**src/rtl/fpc_defines.vh**
```
// constants for the front panel control block
`ifndef FPC_DEFINES_VH
`define FPC_DEFINES_VH

// clock rate and timing
`define FPC_CLK_KHZ 40000
`define FPC_DEBOUNCE_US 5000
`define FPC_DEBOUNCE_CYC (`FPC_DEBOUNCE_US * `FPC_CLK_KHZ / 1000)
`define FPC_SLOW_STEP_MS 500
`define FPC_SLOW_STEP_CYC (`FPC_SLOW_STEP_MS * `FPC_CLK_KHZ)

// momentary switch vector positions
`define FPC_SW_RUN 0
`define FPC_SW_STOP 1
`define FPC_SW_STEP 2
`define FPC_SW_SLOW 3
`define FPC_SW_EXAM 4
`define FPC_SW_EXNEXT 5
`define FPC_SW_DEP 6
`define FPC_SW_DEPNEXT 7
`define FPC_SW_RESET 8
`define FPC_SW_CLEAR 9
`define FPC_SW_PROT 10
`define FPC_SW_UNPROT 11
`define FPC_SW_ACCDISP 12
`define FPC_SW_ACCLOAD 13
`define FPC_SW_INPUT 14
`define FPC_SW_OUTPUT 15
`define FPC_SW_COUNT 16

// panel request kinds
`define FPC_REQ_MEMRD 3'h0
`define FPC_REQ_MEMWR 3'h1
`define FPC_REQ_ACCRD 3'h2
`define FPC_REQ_ACCWR 3'h3
`define FPC_REQ_IOIN 3'h4
`define FPC_REQ_IOOUT 3'h5

// cpu status word bit positions
`define FPC_ST_MEM_READ_LAMP 0
`define FPC_ST_INP 1
`define FPC_ST_M1 2
`define FPC_ST_OUT 3
`define FPC_ST_HALT 4
`define FPC_ST_WO 5
`define FPC_ST_INTA 6

// panel sense port number
`define FPC_SENSE_PORT 8'hFF

// register offsets (byte addresses)
`define FPC_REG_CTRL 4'h0
`define FPC_REG_STATUS 4'h4
`define FPC_REG_LAMPS 4'h8
`define FPC_REG_SWITCH 4'hC
`define FPC_CTRL_RESET 32'h0000_0000

`endif

```
**src/rtl/fpc_front_panel.v**
```verilog
// front panel control: switches, cpu conditioning and lamps
`include "fpc_defines.vh"
// Overview of operation
// - run lets cpu go, panel ignored but stop, reset and bus clear
// - stop holds cpu waiting, panel enabled
// - step releases one machine or instruction cycle
// - slow held steps about twice per second
// - examine reads switch address, shows data
// - examine following reads next address
// - deposit writes low switches at shown address
// - deposit following writes next address
// - reset clears program counter and interrupt enable
// - bus clear switch drives system clear
// - protect blocks writes, unprotect allows them
// - accumulator display shows accumulator on data
// - accumulator load copies low switches
// - input reads port of upper switches
// - output sends accumulator to upper port
// - switch up is one, down zero
// - panel port input returns sense switches
// - status lamps mirror cpu state
// - stack lamp lights on stack address
// - address lamps show examined address
// - power on clears pc, cpu waits
module fpc_front_panel #(
    parameter DEBOUNCE_CYC = `FPC_DEBOUNCE_CYC,
    parameter SLOW_STEP_CYC = `FPC_SLOW_STEP_CYC
) (
    input wire core_clk,
    input wire resetn,
    input wire clkEn,
    // wishbone slave
    input wire cyc_i,
    input wire stb_i,
    input wire we_i,
    input wire [3:0] adr_i,
    input wire [3:0] sel_i,
    input wire [31:0] dat_i,
    output reg [31:0] dat_o,
    output reg ack_o,
    // panel pins
    input wire [15:0] addrSwitch,
    input wire [15:0] panelSwitch,
    // cpu conditioning
    output reg cpuReady,
    output reg cpuReset,
    output reg busClear,
    output reg memProtect,
    output reg memUnprotect,
    input wire cpuSync,
    input wire [7:0] cpuStatus,
    input wire cpuInte,
    input wire cpuWait,
    input wire cpuHoldAck,
    input wire memProtected,
    input wire [15:0] busAddr,
    input wire [7:0] busData,
    input wire [15:0] cpuStackPtr,
    // panel request channel
    output reg reqValid,
    output reg [2:0] reqKind,
    output reg [15:0] reqAddr,
    output reg [7:0] reqData,
    input wire reqDone,
    input wire [7:0] reqRdData,
    // sense switch port
    input wire ioReadStrobe,
    input wire [7:0] ioReadPort,
    output reg senseHit,
    output reg [7:0] senseData,
    // lamps
    output reg [15:0] addrLamp,
    output reg [7:0] dataLamp,
    output reg protectLamp,
    output reg irqEnabledLamp,
    output reg memReadLamp,
    output reg deviceReadLamp,
    output reg m1Lamp,
    output reg outputLamp,
    output reg haltedLamp,
    output reg writeCycleLamp,
    output reg intAckLamp,
    output reg waitLamp,
    output reg holdAcknowledgedLamp,
    output reg stackLamp
);
    // ==========================================
    // operation states
    localparam ST_IDLE = 2'h0;
    localparam ST_REQ = 2'h1;
    localparam ST_STEP = 2'h2;
    localparam ST_INIT = 2'h3;
    // ==========================================
    // declarations
    reg [15:0] addrMeta, addrSync, swMeta, swSync, swSampleA, swLevel;
    reg [15:0] swPulse, panelAddr, next_panelAddr;
    reg [31:0] debCnt, slowCnt;
    reg debTick, slowFire, running, stepInstr, seenSync, showPanel, next_go;
    reg [1:0] state;
    reg [2:0] next_kind;
    reg [7:0] next_data;
    wire wbReq;
    wire [15:0] rose;
    // ==========================================
    // helpers
    // true when the step cycle ends on this sync
    function stepEnd;
        input instrMode;
        input m1;
        begin
            stepEnd = ~instrMode | m1;
        end
    endfunction
    // read kinds update the data lamps
    function isRead;
        input [2:0] kind;
        begin
            isRead = (kind == `FPC_REQ_MEMRD) |
                (kind == `FPC_REQ_ACCRD) |
                (kind == `FPC_REQ_IOIN);
        end
    endfunction
    // ==========================================
    // pin synchronisers
    always @(posedge core_clk or negedge resetn) begin
        if (!resetn) begin
            addrMeta <= 16'h0000;
            addrSync <= 16'h0000;
            swMeta <= 16'h0000;
            swSync <= 16'h0000;
        end else if (clkEn) begin
            addrMeta <= addrSwitch; // up is one
            addrSync <= addrMeta;
            swMeta <= panelSwitch;
            swSync <= swMeta;
        end
    end
    // ==========================================
    // debounce: level taken when two spaced samples agree
    always @(posedge core_clk or negedge resetn) begin
        if (!resetn) begin
            debCnt <= 32'h0000_0000;
            debTick <= 1'b0;
        end else if (clkEn) begin
            debTick <= 1'b0;
            if (debCnt >= DEBOUNCE_CYC - 1) begin
                debCnt <= 32'h0000_0000;
                debTick <= 1'b1;
            end else begin
                debCnt <= debCnt + 32'h0000_0001;
            end
        end
    end
    assign rose = swSync & ~swLevel & swSampleA;
    // one pulse per actuation
    always @(posedge core_clk or negedge resetn) begin
        if (!resetn) begin
            swSampleA <= 16'h0000;
            swLevel <= 16'h0000;
            swPulse <= 16'h0000;
        end else if (clkEn) begin
            swPulse <= 16'h0000;
            if (debTick) begin
                swSampleA <= swSync;
                // stable across two samples
                swLevel <= (swSync & swSampleA) |
                    (swLevel & (swSync | swSampleA));
                swPulse <= rose;
            end
        end
    end
    // ==========================================
    // slow step rate generator
    always @(posedge core_clk or negedge resetn) begin
        if (!resetn) begin
            slowCnt <= 32'h0000_0000;
            slowFire <= 1'b0;
        end else if (clkEn) begin
            slowFire <= 1'b0;
            if (!swLevel[`FPC_SW_SLOW] || running) begin
                slowCnt <= 32'h0000_0000;
            end else if (slowCnt >= SLOW_STEP_CYC - 1) begin
                slowCnt <= 32'h0000_0000;
                slowFire <= 1'b1;
            end else begin
                slowCnt <= slowCnt + 32'h0000_0001;
            end
        end
    end
    // ==========================================
    // pick one panel request from the pulses
    always @* begin
        next_go = 1'b1;
        next_kind = `FPC_REQ_MEMRD;
        next_data = addrSync[7:0];
        next_panelAddr = panelAddr;
        if (swPulse[`FPC_SW_EXAM]) begin
            next_panelAddr = addrSync;
        end else if (swPulse[`FPC_SW_EXNEXT]) begin
            next_panelAddr = panelAddr + 16'h0001;
        end else if (swPulse[`FPC_SW_DEP]) begin
            next_kind = `FPC_REQ_MEMWR;
        end else if (swPulse[`FPC_SW_DEPNEXT]) begin
            next_kind = `FPC_REQ_MEMWR;
            next_panelAddr = panelAddr + 16'h0001;
        end else if (swPulse[`FPC_SW_ACCDISP]) begin
            next_kind = `FPC_REQ_ACCRD;
        end else if (swPulse[`FPC_SW_ACCLOAD]) begin
            next_kind = `FPC_REQ_ACCWR;
        end else if (swPulse[`FPC_SW_INPUT]) begin
            next_kind = `FPC_REQ_IOIN;
        end else if (swPulse[`FPC_SW_OUTPUT]) begin
            next_kind = `FPC_REQ_IOOUT;
        end else begin
            next_go = 1'b0;
        end
    end
    // ==========================================
    // run, stop, step and panel request sequencer
    always @(posedge core_clk or negedge resetn) begin
        if (!resetn) begin
            state <= ST_INIT;
            running <= 1'b0;
            cpuReady <= 1'b0;
            cpuReset <= 1'b0;
            busClear <= 1'b0;
            memProtect <= 1'b0;
            memUnprotect <= 1'b0;
            reqValid <= 1'b0;
            reqKind <= `FPC_REQ_MEMRD;
            reqAddr <= 16'h0000;
            reqData <= 8'h00;
            panelAddr <= 16'h0000;
            showPanel <= 1'b1;
            seenSync <= 1'b0;
        end else if (clkEn) begin
            memProtect <= 1'b0;
            memUnprotect <= 1'b0;
            cpuReset <= swLevel[`FPC_SW_RESET];
            busClear <= swLevel[`FPC_SW_CLEAR];
            case (state)
                // power on: pulse reset, then wait
                ST_INIT: begin
                    cpuReset <= 1'b1;
                    cpuReady <= 1'b0;
                    panelAddr <= 16'h0000;
                    state <= ST_IDLE;
                end
                ST_IDLE: begin
                    if (running) begin
                        cpuReady <= 1'b1;
                        showPanel <= 1'b0;
                        if (swPulse[`FPC_SW_STOP]) begin
                            running <= 1'b0;
                            cpuReady <= 1'b0;
                        end
                    end else if (swPulse[`FPC_SW_RUN]) begin
                        running <= 1'b1;
                        cpuReady <= 1'b1;
                    end else if (swPulse[`FPC_SW_STEP] ||
                            slowFire) begin
                        cpuReady <= 1'b1;
                        seenSync <= 1'b0;
                        showPanel <= 1'b0;
                        state <= ST_STEP;
                    end else if (swPulse[`FPC_SW_PROT]) begin
                        memProtect <= 1'b1;
                    end else if (swPulse[`FPC_SW_UNPROT]) begin
                        memUnprotect <= 1'b1;
                    end else if (next_go) begin
                        panelAddr <= next_panelAddr;
                        showPanel <= 1'b1;
                        reqValid <= 1'b1;
                        reqKind <= next_kind;
                        reqData <= next_data;
                        if (next_kind == `FPC_REQ_IOIN ||
                                next_kind == `FPC_REQ_IOOUT) begin
                            reqAddr <= {addrSync[15:8], addrSync[15:8]};
                        end else begin
                            reqAddr <= next_panelAddr;
                        end
                        state <= ST_REQ;
                    end
                end
                // wait for the cpu side to finish
                ST_REQ: begin
                    if (reqDone) begin
                        reqValid <= 1'b0;
                        state <= ST_IDLE;
                    end
                end
                // one cycle released, stop at chosen sync
                ST_STEP: begin
                    if (cpuSync) begin
                        seenSync <= 1'b1;
                        if (seenSync && stepEnd(stepInstr,
                                cpuStatus[`FPC_ST_M1])) begin
                            cpuReady <= 1'b0;
                            state <= ST_IDLE;
                        end
                    end
                end
                default: begin
                    state <= ST_IDLE;
                end
            endcase
            // reset switch clears the panel address only while not running
            if (swLevel[`FPC_SW_RESET] && !running) begin
                panelAddr <= 16'h0000;
            end
        end
    end
    // ==========================================
    // sense switches on panel port input
    always @(posedge core_clk or negedge resetn) begin
        if (!resetn) begin
            senseHit <= 1'b0;
            senseData <= 8'h00;
        end else if (clkEn) begin
            senseHit <= ioReadStrobe &&
                (ioReadPort == `FPC_SENSE_PORT);
            senseData <= addrSync[15:8];
        end
    end
    // ==========================================
    // lamps
    always @(posedge core_clk or negedge resetn) begin
        if (!resetn) begin
            addrLamp <= 16'h0000;
            dataLamp <= 8'h00;
            protectLamp <= 1'b0;
            irqEnabledLamp <= 1'b0;
            memReadLamp <= 1'b0;
            deviceReadLamp <= 1'b0;
            m1Lamp <= 1'b0;
            outputLamp <= 1'b0;
            haltedLamp <= 1'b0;
            writeCycleLamp <= 1'b0;
            intAckLamp <= 1'b0;
            waitLamp <= 1'b0;
            holdAcknowledgedLamp <= 1'b0;
            stackLamp <= 1'b0;
        end else if (clkEn) begin
            // panel address while operating panel
            addrLamp <= showPanel ? panelAddr : busAddr;
            if (state == ST_REQ && reqDone && isRead(reqKind)) begin
                dataLamp <= reqRdData;
            end else if (!showPanel) begin
                dataLamp <= busData;
            end
            protectLamp <= memProtected;
            irqEnabledLamp <= cpuInte;
            memReadLamp <= cpuStatus[`FPC_ST_MEM_READ_LAMP];
            deviceReadLamp <= cpuStatus[`FPC_ST_INP];
            m1Lamp <= cpuStatus[`FPC_ST_M1];
            outputLamp <= cpuStatus[`FPC_ST_OUT];
            haltedLamp <= cpuStatus[`FPC_ST_HALT];
            writeCycleLamp <= cpuStatus[`FPC_ST_WO];
            intAckLamp <= cpuStatus[`FPC_ST_INTA];
            waitLamp <= cpuWait;
            holdAcknowledgedLamp <= cpuHoldAck;
            stackLamp <= (busAddr == cpuStackPtr);
        end
    end
    // ==========================================
    // wishbone slave, one wait state per access
    assign wbReq = cyc_i & stb_i & ~ack_o;
    always @(posedge core_clk or negedge resetn) begin
        if (!resetn) begin
            ack_o <= 1'b0;
            dat_o <= 32'h0000_0000;
            stepInstr <= 1'b0;
        end else if (clkEn) begin
            ack_o <= wbReq;
            if (wbReq) begin
                case (adr_i)
                    `FPC_REG_CTRL: begin
                        dat_o <= {31'h0000_0000, stepInstr};
                        if (we_i && sel_i[0]) begin
                            stepInstr <= dat_i[0];
                        end
                    end
                    `FPC_REG_STATUS: begin
                        dat_o <= {panelAddr, 12'h000,
                            state, running, cpuReady};
                    end
                    `FPC_REG_LAMPS: begin
                        dat_o <= {8'h00, dataLamp, addrLamp};
                    end
                    `FPC_REG_SWITCH: begin
                        dat_o <= {swLevel, addrSync};
                    end
                    default: begin
                        dat_o <= 32'h0000_0000;
                    end
                endcase
            end
        end
    end
endmodule // fpc_front_panel

```
**config.mk**
```make
export PLATFORM = sky130hd
export DESIGN_NAME = fpc_front_panel
export DESIGN_NICKNAME = d
export VERILOG_FILES = /design/src/rtl/fpc_front_panel.v
export VERILOG_INCLUDE_DIRS = /design/src /design/src/rtl
export SDC_FILE = /design/constraint.sdc
export NUM_CORES = 1
export LEC_CHECK = 0
export ABC_AREA = 1
export BUFFER_PORTS_ARGS = -buffer_cell sky130_fd_sc_hd__buf_4
export CORE_MARGIN = 2
export CORE_UTILIZATION = 50
export CTS_CLUSTER_DIAMETER = 40
export DETAILED_ROUTE_END_ITERATION = 12
export PLACE_DENSITY_LB_ADDON = 0.05
export REMOVE_ABC_BUFFERS = 1
export SETUP_SLACK_MARGIN = 0.2
export SLEW_MARGIN = 20
export SYNTH_ARGS = -nofsm -noshare
export SYNTH_HDL_FRONTEND = slang
export SYNTH_SLANG_ARGS = --single-unit
```
**constraint.sdc**
```tcl
create_clock -name core_clk -period 1.7 [get_ports core_clk]
set_input_delay 0.085 -clock core_clk [delete_from_list [all_inputs] [get_ports core_clk]]
set_output_delay 0.085 -clock core_clk [all_outputs]
set_load 0.02 [all_outputs]
```
==> metrics <==
outcome=finished, violations left; failing checks=negative setup slack; part of the Yosys area used for sequential elements=0.5397; io pins=260; WP data arrival=2.17 ns; dpl cells=2382; via count=13709; layout cells sized above 1=0.2894; setup tns final=-0.001615 ns; Multi-input gate area=6305 µm²; FF-to-FF setup slack=-0.002 ns; GP Congestion=about 0.9; Synth Cell Area=14290 µm²; Worst-Skew Late Latency=0.55 ns; fin. max-slew vios=0; Clock Sink Count=308; Startpoint Class=register; Post-layout nets=2333; Power Density=1217 nW/µm²; Fillers=2086; drt first pass iters=6; IO Port Bufs=approximately 220; Fmax=0.5877 GHz; Final Hold Violating Endpoints=0; Critical Path Sink=reqData[4]; synthesized area per cell=8.132 µm²; worst setup path startpoint=running; global-route met2 utilization=0.4793; required time worst endpoint=2.16 ns; Syn. warnings=0; # DRC=0; largest fanout on the critical path=6; final worst slack=-0.001615 ns; Reg clk slew, reported paths=around 0.05 ns; 1st-iter DRT viols=1245; DP Area=16930 µm²; grt total ovfl=0; via/cell ratio=5.281; post-synthesis xor/xnor area fraction=0.02452; final setup fails=1; sequential standard cell area=7714 µm²; Die X=173.0 µm; vias in the first global route=13517; worst setup path category=reg -> reg; number of enable flip-flop cells after synthesis=0; first-pass GRT wire length=70420 µm; critical path endpoint category=register; WL/cell=16.98 µm; adder-cell area share of the yosys netlist=0.002627; Initial Util=0.5115; GR Util met3=0.04112; R2R Path End=reqData[4]; hpwl dp=28430 µm; reg-to-reg critical path startpoint=running; leakage=10.27 nW; largest family of logic cells by synthesized area=simple AND/OR/NAND/NOR gates; multiplexer share of the synthesized area=0.001489; pre-CTS WS=-0.05313 ns; TritonCTS clock tree=yes; Antenna Nets Post-Route=0; overall routed net length=about 44000 µm; Simple-Gate Fraction of Synth Area=0.2511; maxcap violations=0; Die Ht=173.0 µm; clk buf depth=3; Worst slew margin=0.6724; Final Skew=0.01842 ns; Cell Count, Final, Fillers Out=approximately 2600; full die area=29940 µm²; Worst Reg-to-Reg Cells=8; row count=61; ys async rst share=1.000; Worst VDD drop=between 800 and 900 µV; initial antenna violation count=0; largest net degree at the start of global routing=64; Yosys cell types=49; min cycle time layout=1.702 ns; Final Total Pwr=25.34 mW; RSZ-0062 raised after global routing=yes; predominant post-synthesis flop cell=dfrtp_1; Hold WS=0.002741 ns; core area=27930 µm²; area delta synth->final=45.71%; Yosys reg bits=about 300; met1 usage=0.3927; clk root buf=clkbuf_16; Worst-Margin Slew=0.4907 ns; n_diodes=0; fin area=~21000 µm²; fin util=0.7453; Tcrit/Tclk final=1.001; TritonCTS Buffers=45; HP Class=in -> reg; post-synthesis compound-gate area fraction=0.1092; Global Route Usage Sum=0.2886; busiest grt layer=met2; CTS H-tree depth=2; Syn Inst Count=1757
==> power by group <==
| part | switching [mW] | total [mW] | internal [mW] |
|---|---|---|---|
| clock | 3.64 | 10.0 | 6.36 |
| sequential | 0.877 | 9.34 | 8.46 |
| combinational | 3.45 | 6.00 | 2.55 |
==> flip-flops by register name (all words and copies together) (netlist names), 13 cells and up <==
signal,count
panelAddr,16
swMeta,16
dat_o,32
debCnt,32
reqAddr,16
addrLamp,16
swSync,16
addrSync,16
swSampleA,16
slowCnt,32
swPulse,13
swLevel,16
addrMeta,16
==> cells in the final DEF (no fill, tap or decap), types with 9 or more instances in the layout <==
cell,n
nand4_1,28
o21ai_2,32
nor2_2,30
xnor2_1,13
inv_1,168
xor2_1,24
nand2_2,30
buf_4,315
buf_12,17
dfrtp_1,303
o21ai_0,90
dlygate4sd3_1,85
clkbuf_16,47
buf_6,17
a21oi_2,19
a31oi_1,17
nand2_1,521
a21oi_1,38
nand3_1,68
nor3_1,10
nor2_1,122
inv_2,10
a22oi_1,9
o22ai_1,45
nor2_4,25
nand3_2,9
==> what timing repair did <==
item                       4_1_cts  5_1_grt
setup buffers                   28        7
gates resized for setup        117      158
hold buffers                    85        0
pin swaps                       30       28
setup endpoints to repair       97      111
gates cloned                     6        4
hold endpoints to repair       376        0
==> how the worst min path moves through the flow <==
| stage | startpoint | endpoint | slack [ns] | cells past startpoint |
|---|---|---|---|---|
| 6_report | busAddr[5] | addrLamp[5] | 0.003 | 5 |
| 3_3_place_gp | resetn | dataLamp[2] | 0.02 | 1 |
| 4_1_cts | busAddr[5] | addrLamp[5] | 0.001 | 5 |
| 3_5_place_dp | resetn | dat_o[18] | 0.02 | 1 |
| 2_1_floorplan | resetn | ack_o | -0.21 | 0 |
| 5_1_grt | stb_i | dat_o[7] | 0.03 | 5 |
==> synth_stat cells, types with 4 or more instances <==
library cell  instances  share of area
nor2_2                4         0.0018
inv_1               180          0.047
nand4_1              28          0.012
a22oi_1               9         0.0047
o211ai_1              5         0.0026
a21oi_1              57          0.020
o22ai_1              45          0.020
clkbuf_1             42          0.011
nand3_1              79          0.028
buf_1                 8         0.0021
nor3_1               15         0.0053
xor2_1               26          0.016
buf_2                 8         0.0028
o21ai_0             117          0.041
xnor2_1              14         0.0086
a31oi_1              17         0.0074
dfrtp_1             305           0.53
buf_6                 4         0.0032
o21ai_1              11         0.0039
nand2_1             556           0.15
nor2_1              171          0.045
==> cell families (layout without fill, tap and decap cells) <==
group                    after synthesis  count (layout)
XOR/XNOR                              40              40
AO/OA/AOI/OAI                        277             277
flip-flops                           308             308
multiplexers                           2               2
adder cells (fa/ha/maj)                3               3
buffers and inverters                253             714
AND/OR/NAND/NOR                      874             874
==> critical path, stage by stage, from the launching register on <==
cell and delay [ns]:
dfrtp_2 0.47, nor2_1 0.26, nand2_4 0.10, nor3_4 0.18, nand2_4 0.10, buf_12 0.15
buf_12 0.12, buf_16 0.13, o21ai_2 0.11
==> metal layers <==
| metal | vias to the layer above | wire length (µm) |
|---|---|---|
| met3 | 91 | 2321 |
| li1 | 6550 | - |
| met5 | - | 0 |
| met1 | 6643 | 19040 |
| met4 | 0 | 1205 |
| met2 | 425 | 21520 |
==> area by class of cell <==
cell class / count / area share
Tap cell: 378 / 0.02272
Clock buffer: 56 / 0.05944
Timing Repair Buffer: 441 / 0.1884
Timing Repair inverter: 4 / 0.001442
Multi-Input combinational cell: 1196 / 0.3028
Sequential cell: 308 / 0.3705
Clock inverter: 28 / 0.01971
Inverter: 185 / 0.03492
(Power assumes the default switching activity.)
